File: src/rtl/clk_sel_pkg.sv
// Constants for the clock source selection block.
// Assumes a 32-bit APB register bus; all offsets are byte addresses.
package clk_sel_pkg;
  // ----------------------------------------
  // Register offsets
  // ----------------------------------------
  localparam logic [7:0] SRC_CTRL_OFS  = 8'h00;
  localparam logic [7:0] OUT_CTRL_OFS  = 8'h04;
  localparam logic [7:0] STATE_OFS     = 8'h08;
  localparam logic [7:0] EVT_STAT_OFS  = 8'h0c;
  localparam logic [7:0] EVT_CLR_OFS   = 8'h10;
  localparam logic [7:0] EVT_EN_OFS    = 8'h14;
  // ----------------------------------------
  // Field positions and reset values
  // ----------------------------------------
  localparam int SRC_SEL_LSB   = 6;
  localparam int REF_DIV_LSB   = 3;
  localparam int REF_SEL_BIT   = 2;
  localparam int IREF_OE_BIT   = 1;
  localparam int IREF_STOP_BIT = 0;
  localparam int OUT_DIV_LSB   = 6;
  localparam int MON_EN_BIT    = 2;
  localparam int LOW_PWR_BIT   = 1;
  localparam int PLL_SEL_BIT   = 0;
  localparam logic [7:0] SRC_CTRL_RST = 8'h04;
  localparam logic [7:0] OUT_CTRL_RST = 8'h40;
  // Source select codes
  localparam logic [1:0] SRC_LOOP = 2'h0;
  localparam logic [1:0] SRC_IREF = 2'h1;
  localparam logic [1:0] SRC_EREF = 2'h2;
  localparam logic [1:0] SRC_RSVD = 2'h3;
  // Event bits
  localparam int EVT_LOCK   = 0;
  localparam int EVT_UNLOCK = 1;
  localparam int EVT_ELOSS  = 2;
  localparam int EVT_W      = 3;
  // Operating modes
  typedef enum logic [3:0] {
    LOOP_ENGAGED_INTERNAL_MODE, LOOP_ENGAGED_EXTERNAL_MODE,
    LOOP_BYPASSED_INTERNAL_MODE, LOOP_BYPASSED_EXTERNAL_MODE,
    PLL_ENGAGED_EXTERNAL_MODE, PLL_BYPASSED_EXTERNAL_MODE,
    LOW_POWER_INTERNAL_MODE, LOW_POWER_EXTERNAL_MODE, STOP_MODE
  } op_mode_e;
endpackage : clk_sel_pkg

File: src/rtl/system_clock_source_select.sv
// Clock source selection, reference divider, output divider and
// internal reference gating for the multi clock generator.
// Assumes all clock inputs are levels synchronous to CORE_CLK and
// that they run well below half its rate.
//
// Operation
// - Source field picks loop, internal, external
// - Reserved source code acts as loop
// - Reference divided by two to field power
// - Reference select bit picks internal/external
// - Internal reference output gated by enable
// - Stop keeps internal reference only if allowed
// - Output divider divides by 1,2,4,8
// - Debug clock is loop oscillator halved
// - Nine operating modes decoded
// - Either reference may steer the loop
// - Lock detect interrupt, clock monitor reset
// - Output divider encoding, reset divides by 2
`timescale 1ns/10ps
module system_clock_source_select
  import clk_sel_pkg::*;
(
  input  wire logic                CORE_CLK,     // System clock, 50 MHz
  input  wire logic                RSTN,         // Asynchronous reset, low
  input  wire logic                PSEL,         // APB select
  input  wire logic                PENABLE,      // APB access phase
  input  wire logic                PWRITE,       // APB direction
  input  wire logic [7:0]          PADDR,        // APB byte address
  input  wire logic [31:0]         PWDATA,       // APB write data
  output logic      [31:0]         PRDATA,       // APB read data
  output logic                     PREADY,       // APB ready
  output logic                     PSLVERR,      // APB error
  input  wire logic                INT_REF_CLK,  // Internal reference level
  input  wire logic                EXT_REF_CLK,  // External reference level
  input  wire logic                LOOP_CLK,     // Loop oscillator level
  input  wire logic                PLL_LOCK,     // Lock detector level
  input  wire logic                EXT_REF_LOSS, // Clock monitor loss level
  input  wire logic                STOP_REQ,     // Stop mode request
  output logic                     GEN_OUT_CLK,  // Divided system clock
  output logic                     LOOP_REF_CLK, // Divided loop reference
  output logic                     IREF_OUT_CLK, // Gated internal reference
  output logic                     DBG_HALF_CLK, // Half rate debug clock
  output logic                     IREF_RUN,     // Internal reference running
  output logic                     IRQ,          // Interrupt, high level
  output logic                     MON_RESET     // Clock monitor reset request
);
  // ----------------------------------------
  // Registers
  // ----------------------------------------
  logic [7:0]         src_ctrl_q;
  logic [7:0]         out_ctrl_q;
  logic [EVT_W-1:0]   evt_stat_q;
  logic [EVT_W-1:0]   evt_en_q;
  logic [1:0]         act_src_q;
  logic               sys_lvl_q;
  logic [6:0]         ref_cnt_q;
  logic [2:0]         out_cnt_q;
  logic [1:0]         act_div_q;
  logic               cur_prev_q;
  logic               ref_prev_q;
  logic               sys_prev_q;
  logic               loop_prev_q;
  logic               lock_prev_q;
  logic               loss_prev_q;
  logic               stop_prev_q;
  logic               stop_keep_q;
  op_mode_e           run_mode_q;

  // ----------------------------------------
  // Field decode
  // ----------------------------------------
  wire [1:0] src_field = src_ctrl_q[SRC_SEL_LSB+:2];
  wire [2:0] ref_div   = src_ctrl_q[REF_DIV_LSB+:3];
  wire       ref_sel   = src_ctrl_q[REF_SEL_BIT];
  wire       iref_oe   = src_ctrl_q[IREF_OE_BIT];
  wire       iref_stop = src_ctrl_q[IREF_STOP_BIT];
  wire [1:0] out_div   = out_ctrl_q[OUT_DIV_LSB+:2];
  wire       pll_sel   = out_ctrl_q[PLL_SEL_BIT];
  wire       low_pwr   = out_ctrl_q[LOW_PWR_BIT];
  wire       mon_en    = out_ctrl_q[MON_EN_BIT];

  // Mode decode from source, reference and loop settings
  function automatic op_mode_e mode_of(input logic [1:0] src, input logic irs,
                                       input logic pll, input logic lp);
    if (src == SRC_IREF)
      mode_of = lp ? LOW_POWER_INTERNAL_MODE : LOOP_BYPASSED_INTERNAL_MODE;
    else if (src == SRC_EREF)
      mode_of = lp ? LOW_POWER_EXTERNAL_MODE
              : (pll ? PLL_BYPASSED_EXTERNAL_MODE : LOOP_BYPASSED_EXTERNAL_MODE);
    else if (pll)
      mode_of = PLL_ENGAGED_EXTERNAL_MODE;
    else
      mode_of = irs ? LOOP_ENGAGED_INTERNAL_MODE : LOOP_ENGAGED_EXTERNAL_MODE;
  endfunction : mode_of

  // ----------------------------------------
  // APB decode
  // ----------------------------------------
  wire       acc      = PSEL & PENABLE;
  wire       done     = acc & PREADY;
  wire       wr       = done & PWRITE;
  wire       hit_src  = PADDR == SRC_CTRL_OFS;
  wire       hit_out  = PADDR == OUT_CTRL_OFS;
  wire       hit_st   = PADDR == STATE_OFS;
  wire       hit_evt  = PADDR == EVT_STAT_OFS;
  wire       hit_clr  = PADDR == EVT_CLR_OFS;
  wire       hit_en   = PADDR == EVT_EN_OFS;
  wire       mapped   = hit_src | hit_out | hit_st | hit_evt | hit_clr | hit_en;
  wire       stopped  = run_mode_q == STOP_MODE;
  wire [7:0] state_rd = {IREF_RUN, PLL_LOCK, act_src_q, 4'(run_mode_q)};
  wire [31:0] rd_mux  = hit_src ? {24'h0, src_ctrl_q}
                      : hit_out ? {24'h0, out_ctrl_q}
                      : hit_st  ? {24'h0, state_rd}
                      : hit_evt ? {29'h0, evt_stat_q}
                      : hit_en  ? {29'h0, evt_en_q}
                      : 32'h0;

  // One wait state: ready rises in the second access cycle
  always_ff @(posedge CORE_CLK or negedge RSTN) begin
    if (!RSTN) begin
      PREADY  <= 1'b0;
      PRDATA  <= 32'h0;
      PSLVERR <= 1'b0;
    end else begin
      PREADY  <= acc & ~PREADY;
      PRDATA  <= (acc & ~PREADY & ~PWRITE) ? rd_mux : 32'h0;
      PSLVERR <= acc & ~PREADY & ~mapped;
    end
  end

  // Control register writes
  always_ff @(posedge CORE_CLK or negedge RSTN) begin
    if (!RSTN) begin
      src_ctrl_q <= SRC_CTRL_RST;
      out_ctrl_q <= OUT_CTRL_RST;
      evt_en_q   <= '0;
    end else begin
      if (wr & hit_src) src_ctrl_q <= PWDATA[7:0];
      if (wr & hit_out) out_ctrl_q <= PWDATA[7:0];
      if (wr & hit_en)  evt_en_q   <= PWDATA[EVT_W-1:0];
    end
  end

  // ----------------------------------------
  // Events and interrupt
  // ----------------------------------------
  // lock and monitor events; set wins over clear
  wire [EVT_W-1:0] evt_set = {EXT_REF_LOSS & ~loss_prev_q,
                              ~PLL_LOCK & lock_prev_q,
                              PLL_LOCK & ~lock_prev_q};
  wire [EVT_W-1:0] evt_clr = (wr & hit_clr) ? PWDATA[EVT_W-1:0] : '0;

  always_ff @(posedge CORE_CLK or negedge RSTN) begin
    if (!RSTN) begin
      evt_stat_q  <= '0;
      lock_prev_q <= 1'b0;
      loss_prev_q <= 1'b0;
      IRQ         <= 1'b0;
      MON_RESET   <= 1'b0;
    end else begin
      evt_stat_q  <= (evt_stat_q & ~evt_clr) | evt_set;
      lock_prev_q <= PLL_LOCK;
      loss_prev_q <= EXT_REF_LOSS;
      IRQ         <= |(((evt_stat_q & ~evt_clr) | evt_set) & evt_en_q);
      MON_RESET   <= mon_en & EXT_REF_LOSS;
    end
  end

  // ----------------------------------------
  // Reference divider
  // ----------------------------------------
  // reference choice
  wire ref_lvl  = ref_sel ? INT_REF_CLK : EXT_REF_CLK;
  wire ref_rise = ref_lvl & ~ref_prev_q;
  wire ref_div_lvl = (ref_div == 3'h0) ? ref_lvl : ref_cnt_q[ref_div - 3'h1];

  always_ff @(posedge CORE_CLK or negedge RSTN) begin
    if (!RSTN) begin
      ref_prev_q   <= 1'b0;
      ref_cnt_q    <= '0;
      LOOP_REF_CLK <= 1'b0;
    end else begin
      ref_prev_q   <= ref_lvl;
      if (ref_rise) ref_cnt_q <= ref_cnt_q + 7'h1;
      LOOP_REF_CLK <= ref_div_lvl & ~stopped;
    end
  end

  // ----------------------------------------
  // System source switch and output divider
  // ----------------------------------------
  // reserved code behaves as loop
  wire [1:0] want_src = (src_field == SRC_RSVD) ? SRC_LOOP : src_field;

  // Level of a source by code
  function automatic logic src_lvl(input logic [1:0] s, input logic lp,
                                   input logic ir, input logic er);
    case (s)
      SRC_IREF: src_lvl = ir;
      SRC_EREF: src_lvl = er;
      default:  src_lvl = lp;
    endcase
  endfunction : src_lvl

  // Output divider tap: the undivided level or one counter bit
  function automatic logic div_bit(input logic [1:0] d, input logic lvl,
                                   input logic [2:0] cnt);
    case (d)
      2'h0:    div_bit = lvl;
      2'h1:    div_bit = cnt[0];
      2'h2:    div_bit = cnt[1];
      default: div_bit = cnt[2];
    endcase
  endfunction : div_bit

  wire cur_lvl  = src_lvl(act_src_q, LOOP_CLK, INT_REF_CLK, EXT_REF_CLK);
  wire new_lvl  = src_lvl(want_src, LOOP_CLK, INT_REF_CLK, EXT_REF_CLK);
  // switch only while both clocks are low
  wire can_swap = (want_src != act_src_q) & ~sys_lvl_q & ~cur_lvl & ~new_lvl;
  // rise only on true edge, never mid-phase after stop
  wire sys_d    = can_swap ? 1'b0
                : cur_lvl & ~stopped & (sys_lvl_q | ~cur_prev_q);
  wire sys_rise = sys_lvl_q & ~sys_prev_q;
  wire out_lvl  = div_bit(act_div_q, sys_lvl_q, out_cnt_q);
  wire new_div  = div_bit(out_div, sys_lvl_q, out_cnt_q);
  // divider change waits for both taps low
  wire div_swap = (out_div != act_div_q) & ~out_lvl & ~new_div;

  always_ff @(posedge CORE_CLK or negedge RSTN) begin
    if (!RSTN) begin
      act_src_q   <= SRC_LOOP;
      act_div_q   <= OUT_CTRL_RST[OUT_DIV_LSB+:2];
      sys_lvl_q   <= 1'b0;
      sys_prev_q  <= 1'b0;
      cur_prev_q  <= 1'b0;
      out_cnt_q   <= '0;
      GEN_OUT_CLK <= 1'b0;
    end else begin
      if (can_swap) act_src_q <= want_src;
      if (div_swap) act_div_q <= out_div;
      sys_lvl_q   <= sys_d;
      sys_prev_q  <= sys_lvl_q;
      cur_prev_q  <= cur_lvl;
      // Divider restarts after stop so the first pulse is whole
      if (stopped)       out_cnt_q <= '0;
      else if (sys_rise) out_cnt_q <= out_cnt_q + 3'h1;
      GEN_OUT_CLK <= out_lvl & ~stopped;
    end
  end

  // ----------------------------------------
  // Debug half clock
  // ----------------------------------------
  always_ff @(posedge CORE_CLK or negedge RSTN) begin
    if (!RSTN) begin
      loop_prev_q  <= 1'b0;
      DBG_HALF_CLK <= 1'b0;
    end else begin
      loop_prev_q  <= LOOP_CLK;
      if (LOOP_CLK & ~loop_prev_q) DBG_HALF_CLK <= ~DBG_HALF_CLK;
    end
  end

  // ----------------------------------------
  // Mode tracking, stop and internal reference
  // ----------------------------------------
  // The keep decision must see the mode held before stop, so it is
  // latched on the stop request edge rather than read while stopped.
  wire      stop_in   = STOP_REQ & ~stop_prev_q;
  wire      iref_mode = (run_mode_q == LOOP_ENGAGED_INTERNAL_MODE)
                      | (run_mode_q == LOOP_BYPASSED_INTERNAL_MODE)
                      | (run_mode_q == LOW_POWER_INTERNAL_MODE);
  wire      keep_now  = iref_stop & (iref_oe | iref_mode);
  wire      iref_on   = stopped ? stop_keep_q : 1'b1;

  always_ff @(posedge CORE_CLK or negedge RSTN) begin
    if (!RSTN) begin
      stop_prev_q  <= 1'b0;
      stop_keep_q  <= 1'b0;
      run_mode_q   <= LOOP_ENGAGED_INTERNAL_MODE;
      IREF_RUN     <= 1'b1;
      IREF_OUT_CLK <= 1'b0;
    end else begin
      stop_prev_q <= STOP_REQ;
      if (stop_in) stop_keep_q <= keep_now;
      run_mode_q  <= STOP_REQ ? STOP_MODE
                   : mode_of(want_src, ref_sel, pll_sel, low_pwr);
      IREF_RUN    <= STOP_REQ ? (stop_in ? keep_now : stop_keep_q) : 1'b1;
      IREF_OUT_CLK <= INT_REF_CLK & iref_oe & iref_on;
    end
  end

endmodule : system_clock_source_select

File: config.mk
export PLATFORM = sky130hd
export DESIGN_NAME = system_clock_source_select
export DESIGN_NICKNAME = d
export VERILOG_FILES = /design/src/rtl/clk_sel_pkg.sv /design/src/rtl/system_clock_source_select.sv
export SDC_FILE = /design/constraint.sdc
export NUM_CORES = 1
export LEC_CHECK = 0
export ABC_AREA = 1
export ABC_CLOCK_PERIOD_IN_PS = 1700
export BUFFER_PORTS_ARGS = -buffer_cell sky130_fd_sc_hd__buf_2
export CAP_MARGIN = 20
export CORE_MARGIN = 3
export CORE_UTILIZATION = 52
export DETAILED_ROUTE_END_ITERATION = 10
export PLACE_DENSITY = 0.8
export RECOVER_POWER = 25
export SYNTH_ARGS = -nofsm -noshare
export SYNTH_HDL_FRONTEND = slang
export SYNTH_SLANG_ARGS = --single-unit
File: constraint.sdc
create_clock -name CORE_CLK -period 1.7 [get_ports CORE_CLK]
set_clock_uncertainty 0.15 [all_clocks]
set_input_delay 0.085 -clock CORE_CLK [delete_from_list [all_inputs] [get_ports CORE_CLK]]
set_output_delay 0.085 -clock CORE_CLK [all_outputs]
set_load 0.01 [all_outputs]
==> metrics.md <==
| Metric | Value |
|---|---|
| Most frequent cells in the layout | 61 x dfrtp_1, 61 x nand2_1, 53 x inv_1 |
| Relative slew slack | 0.4287 |
| Worst EP required | 1830 ps |
| Vias in the first global route | 2666 |
| Dpl cells | 509 |
| Reg2reg end | act_src_q[1] |
| First-pass GRT wire length | 12080 um |
| Inserted Clock Buffers | 9 |
| # DRC | 0 |
| Kind of critical path | reg -> reg |
| Die X | 85.36 um |
| CTS clock-pin slew for the worst setup and hold paths | 70 ps |
| FF/Latch Area | 1632 sq um |
| Final setup viols | 0 |
| CTS Sinks | 65 |
| Antenna-violating nets left | 0 |
| Core Box Area | 6026 sq um |
| Die area | 7285 sq um |
| Net switching power | 0.001224 W |
| CP top delay family | compound AO/OA/AOI/OAI gates |
| Netlist cell types | 32 |
| PD cells | 1036 nW/um^2 |
| HP Class | in -> reg |
| Worst-Margin Slew | 856.9 ps |
| R2r worst-path depth | 8 |
| Row cnt | 28 |
| Max-cap violation count | 0 |
| Largest net degree at the start of global routing | 66 |
| Hold Path Sink | PSLVERR |
| FMAX | 0.5994 GHz |
| Die Span Y | 85.36 um |
| Combinational share of power | 0.199 |
| Crit start category | flop |
| Share of cells above drive strength 1 | 0.1962 |
| Yosys top cell area share | 0.4662 |
| Fillcell total | 515 |
| Slowest cell on crit path | dfrtp_1 |
| Synth area leader | dfrtp_1 |
| Drt pass-1 iters | 4 |
| Detailed placement HPWL | 5028 um |
| WL final | 7267 um |
| Clk pwr share | 0.334 |
| Status | finished clean |
| # nets final | 525 |
| CTS root buffer | clkbuf_8 |
| R2R Setup Slk | 30 ps |
| Total power | 0.004121 W |
| CP arrival | 1790 ps |
| Footprint of the multi-input gates | 1353 sq um |
| Via density | 5.002 |
| Synth Warn # | 0 |
| Seq cells post-synth | 65 |
| Setup tns final | 0 ps |
| Setup crit end kind | flop |
| Sequential share of power | 0.467 |
| Internal | 0.002897 W |
| Tcrit/Tclk final | 0.9813 |
| Starting Density | 0.5434 |
| Non-filler cells, final | 544 |
| Max-slew violations | 0 |
| Area grow syn2layout | 21.47% |
| Antenna violations before repair | 0 |
| CTS tree | done |
| H-tree levels | 3 |
| 1st-iter DRT viols | 112 |
| Total global routing track utilization | 0.2110 |
| Hold_sp | PADDR[3] |
| CP most frequent cell | nand2_1 |
| Antenna cells | 0 |
| Switching Fraction | 0.2970 |
| Hold Path Depth | 3 |
| DR WL/cell | 13.36 um |
| Final Hold Vio Count | 0 |
| IO Port Bufs | 43 |
| Pre-CTS setup slack | 53.63 ps |
| CP Cell Sequence | inv_2 > ha_4 > nand2_1 > nand2_1 > inv_1 > o211ai_1 > nor2_1 > a21oi_1 |
| Clock Latency Late Sink | 350 ps |
| Slack of the critical path | 31.71 ps |
| Largest fanout on the critical path | 4 |
| Top cells by area, synth | dfrtp_1 47%, o21ai_0 7.2%, nand2_1 7.1% |
| Leak pwr | 2.142 nW |
| Seq/Total Area, Yosys | 0.4983 |
| Mapped cell area | 3274 sq um |
| R2r startpoint | src_ctrl_q[7] |
| Avg Synthesized Cell Area | 8.505 sq um |
| CP max stage delay | 430 ps |
| Via count | 2721 |
| Fin crit period | 1668 ps |
| GPL Wtd Cong | 0.8501 |
| Buffer levels on the longest clock path | 2 |
| I/O pins | 92 |
| VDD IR max | 0.5069 mV |
| Mapped Cells | 385 |
| GRT Residual Overflow | 0 |
| Buf/Inv on CP | 2 |
power by group through the flow:
| stage | clock, W | combinational [W] | sequential [W] |
|---|---|---|---|
| 2_1_floorplan | 0 | 0.000507 | 0.00193 |
| 3_3_place_gp | 0 | 0.000704 | 0.00194 |
| 3_5_place_dp | 0 | 0.000747 | 0.00194 |
| 4_1_cts | 0.00139 | 0.000786 | 0.00192 |
| 5_1_grt | 0.00147 | 0.000927 | 0.00196 |
| 6_report | 0.00138 | 0.000818 | 0.00193 |
layout make-up:
cell class / count / share of cell area
tap: 75 / 0.02359
clock buffer: 14 / 0.04341
sequential: 65 / 0.4102
clock inverter: 2 / 0.008808
timing repair buffer: 71 / 0.1173
inverter: 60 / 0.05662
multi-input combinational: 257 / 0.3400
registers in the layout, indices dropped and copies added (netlist names), 2 cells and up:
register	count
src_ctrl_q	8
act_src_q	2
evt_stat_q	3
act_div_q	2
PRDATA	8
run_mode_q	4
evt_en_q	3
ref_cnt_q	7
out_ctrl_q	8
out_cnt_q	3
timing repair:
item                                   CTS  global route
gates resized for setup                  0            15
buffers inserted                         0             1
hold buffers                            18             0
endpoints found under the hold margin  101             0
setup endpoints to repair                0             5
metal layers:
| metal | track usage | up-vias | wire length, um |
|---|---|---|---|
| met2 | 0.3496 | 71 | 3735 |
| met3 | 0.03689 | 15 | 362 |
| met1 | 0.2647 | 1303 | 3001 |
| met5 | 0 | - | 0 |
| li1 | - | 1332 | - |
| met4 | 0.1079 | 0 | 167 |
metrics by stage:
| step | instance area [sq um] | util | hold WS [ps] |
|---|---|---|---|
| floorplan | 3361 | - | -360.6 |
| global placement | 3550 | 0.5891 | -28.70 |
| detailed placement | 3550 | 0.5891 | -22.52 |
| CTS | 3938 | 0.6534 | 28.17 |
| global route | 3978 | 0.6601 | 53.72 |
| finish | 3978 | 0.6601 | 27.45 |
worst max path at each step:
| stage | from | cells past startpoint | end | slack [ps] |
|---|---|---|---|---|
| 4_1_cts | src_ctrl_q[3] | 9 | LOOP_REF_CLK | 20 |
| 3_3_place_gp | src_ctrl_q[2] | 6 | ref_cnt_q[6] | 120 |
| 3_5_place_dp | src_ctrl_q[2] | 6 | ref_cnt_q[5] | 50 |
| 2_1_floorplan | act_src_q[0] | 7 | act_src_q[0] | 180 |
| 5_1_grt | src_ctrl_q[7] | 8 | act_src_q[1] | -80 |
| 6_report | src_ctrl_q[7] | 8 | act_src_q[1] | 30 |
synth_stat cells, drive strengths merged:
| library cell | count |
|---|---|
| nand2 | 64 |
| dfrtp | 61 |
| inv | 60 |
| o21ai | 50 |
| nor2 | 41 |
| nand3 | 28 |
| buf | 26 |
| a21oi | 19 |
| ha | 10 |
| dfstp | 4 |
| nor3 | 4 |
| xnor2 | 4 |
| xor2 | 4 |
| o211ai | 2 |
| or2 | 2 |
| a211oi | 1 |
| a31oi | 1 |
| conb | 1 |
| nand4 | 1 |
| nor4 | 1 |
| o21bai | 1 |
worst register-to-register path: stages (launching register included):
cell	delay, ps
dfrtp_1	430
inv_2	120
ha_4	160
nand2_1	70
nand2_1	80
inv_1	40
o211ai_1	330
nor2_1	90
a21oi_1	120
cells by family after synthesis:
family	Yosys count	share of synthesized area
AO/OA/AOI/OAI	74	0.1188
XOR/XNOR	8	0.02140
adder cells (fa/ha/maj)	10	0.03821
buffers and inverters	86	0.1299
flip-flops	65	0.4983
other	1	0.001145
AND/OR/NAND/NOR	141	0.1922
Note: power is estimated with default switching activity, not from simulation.
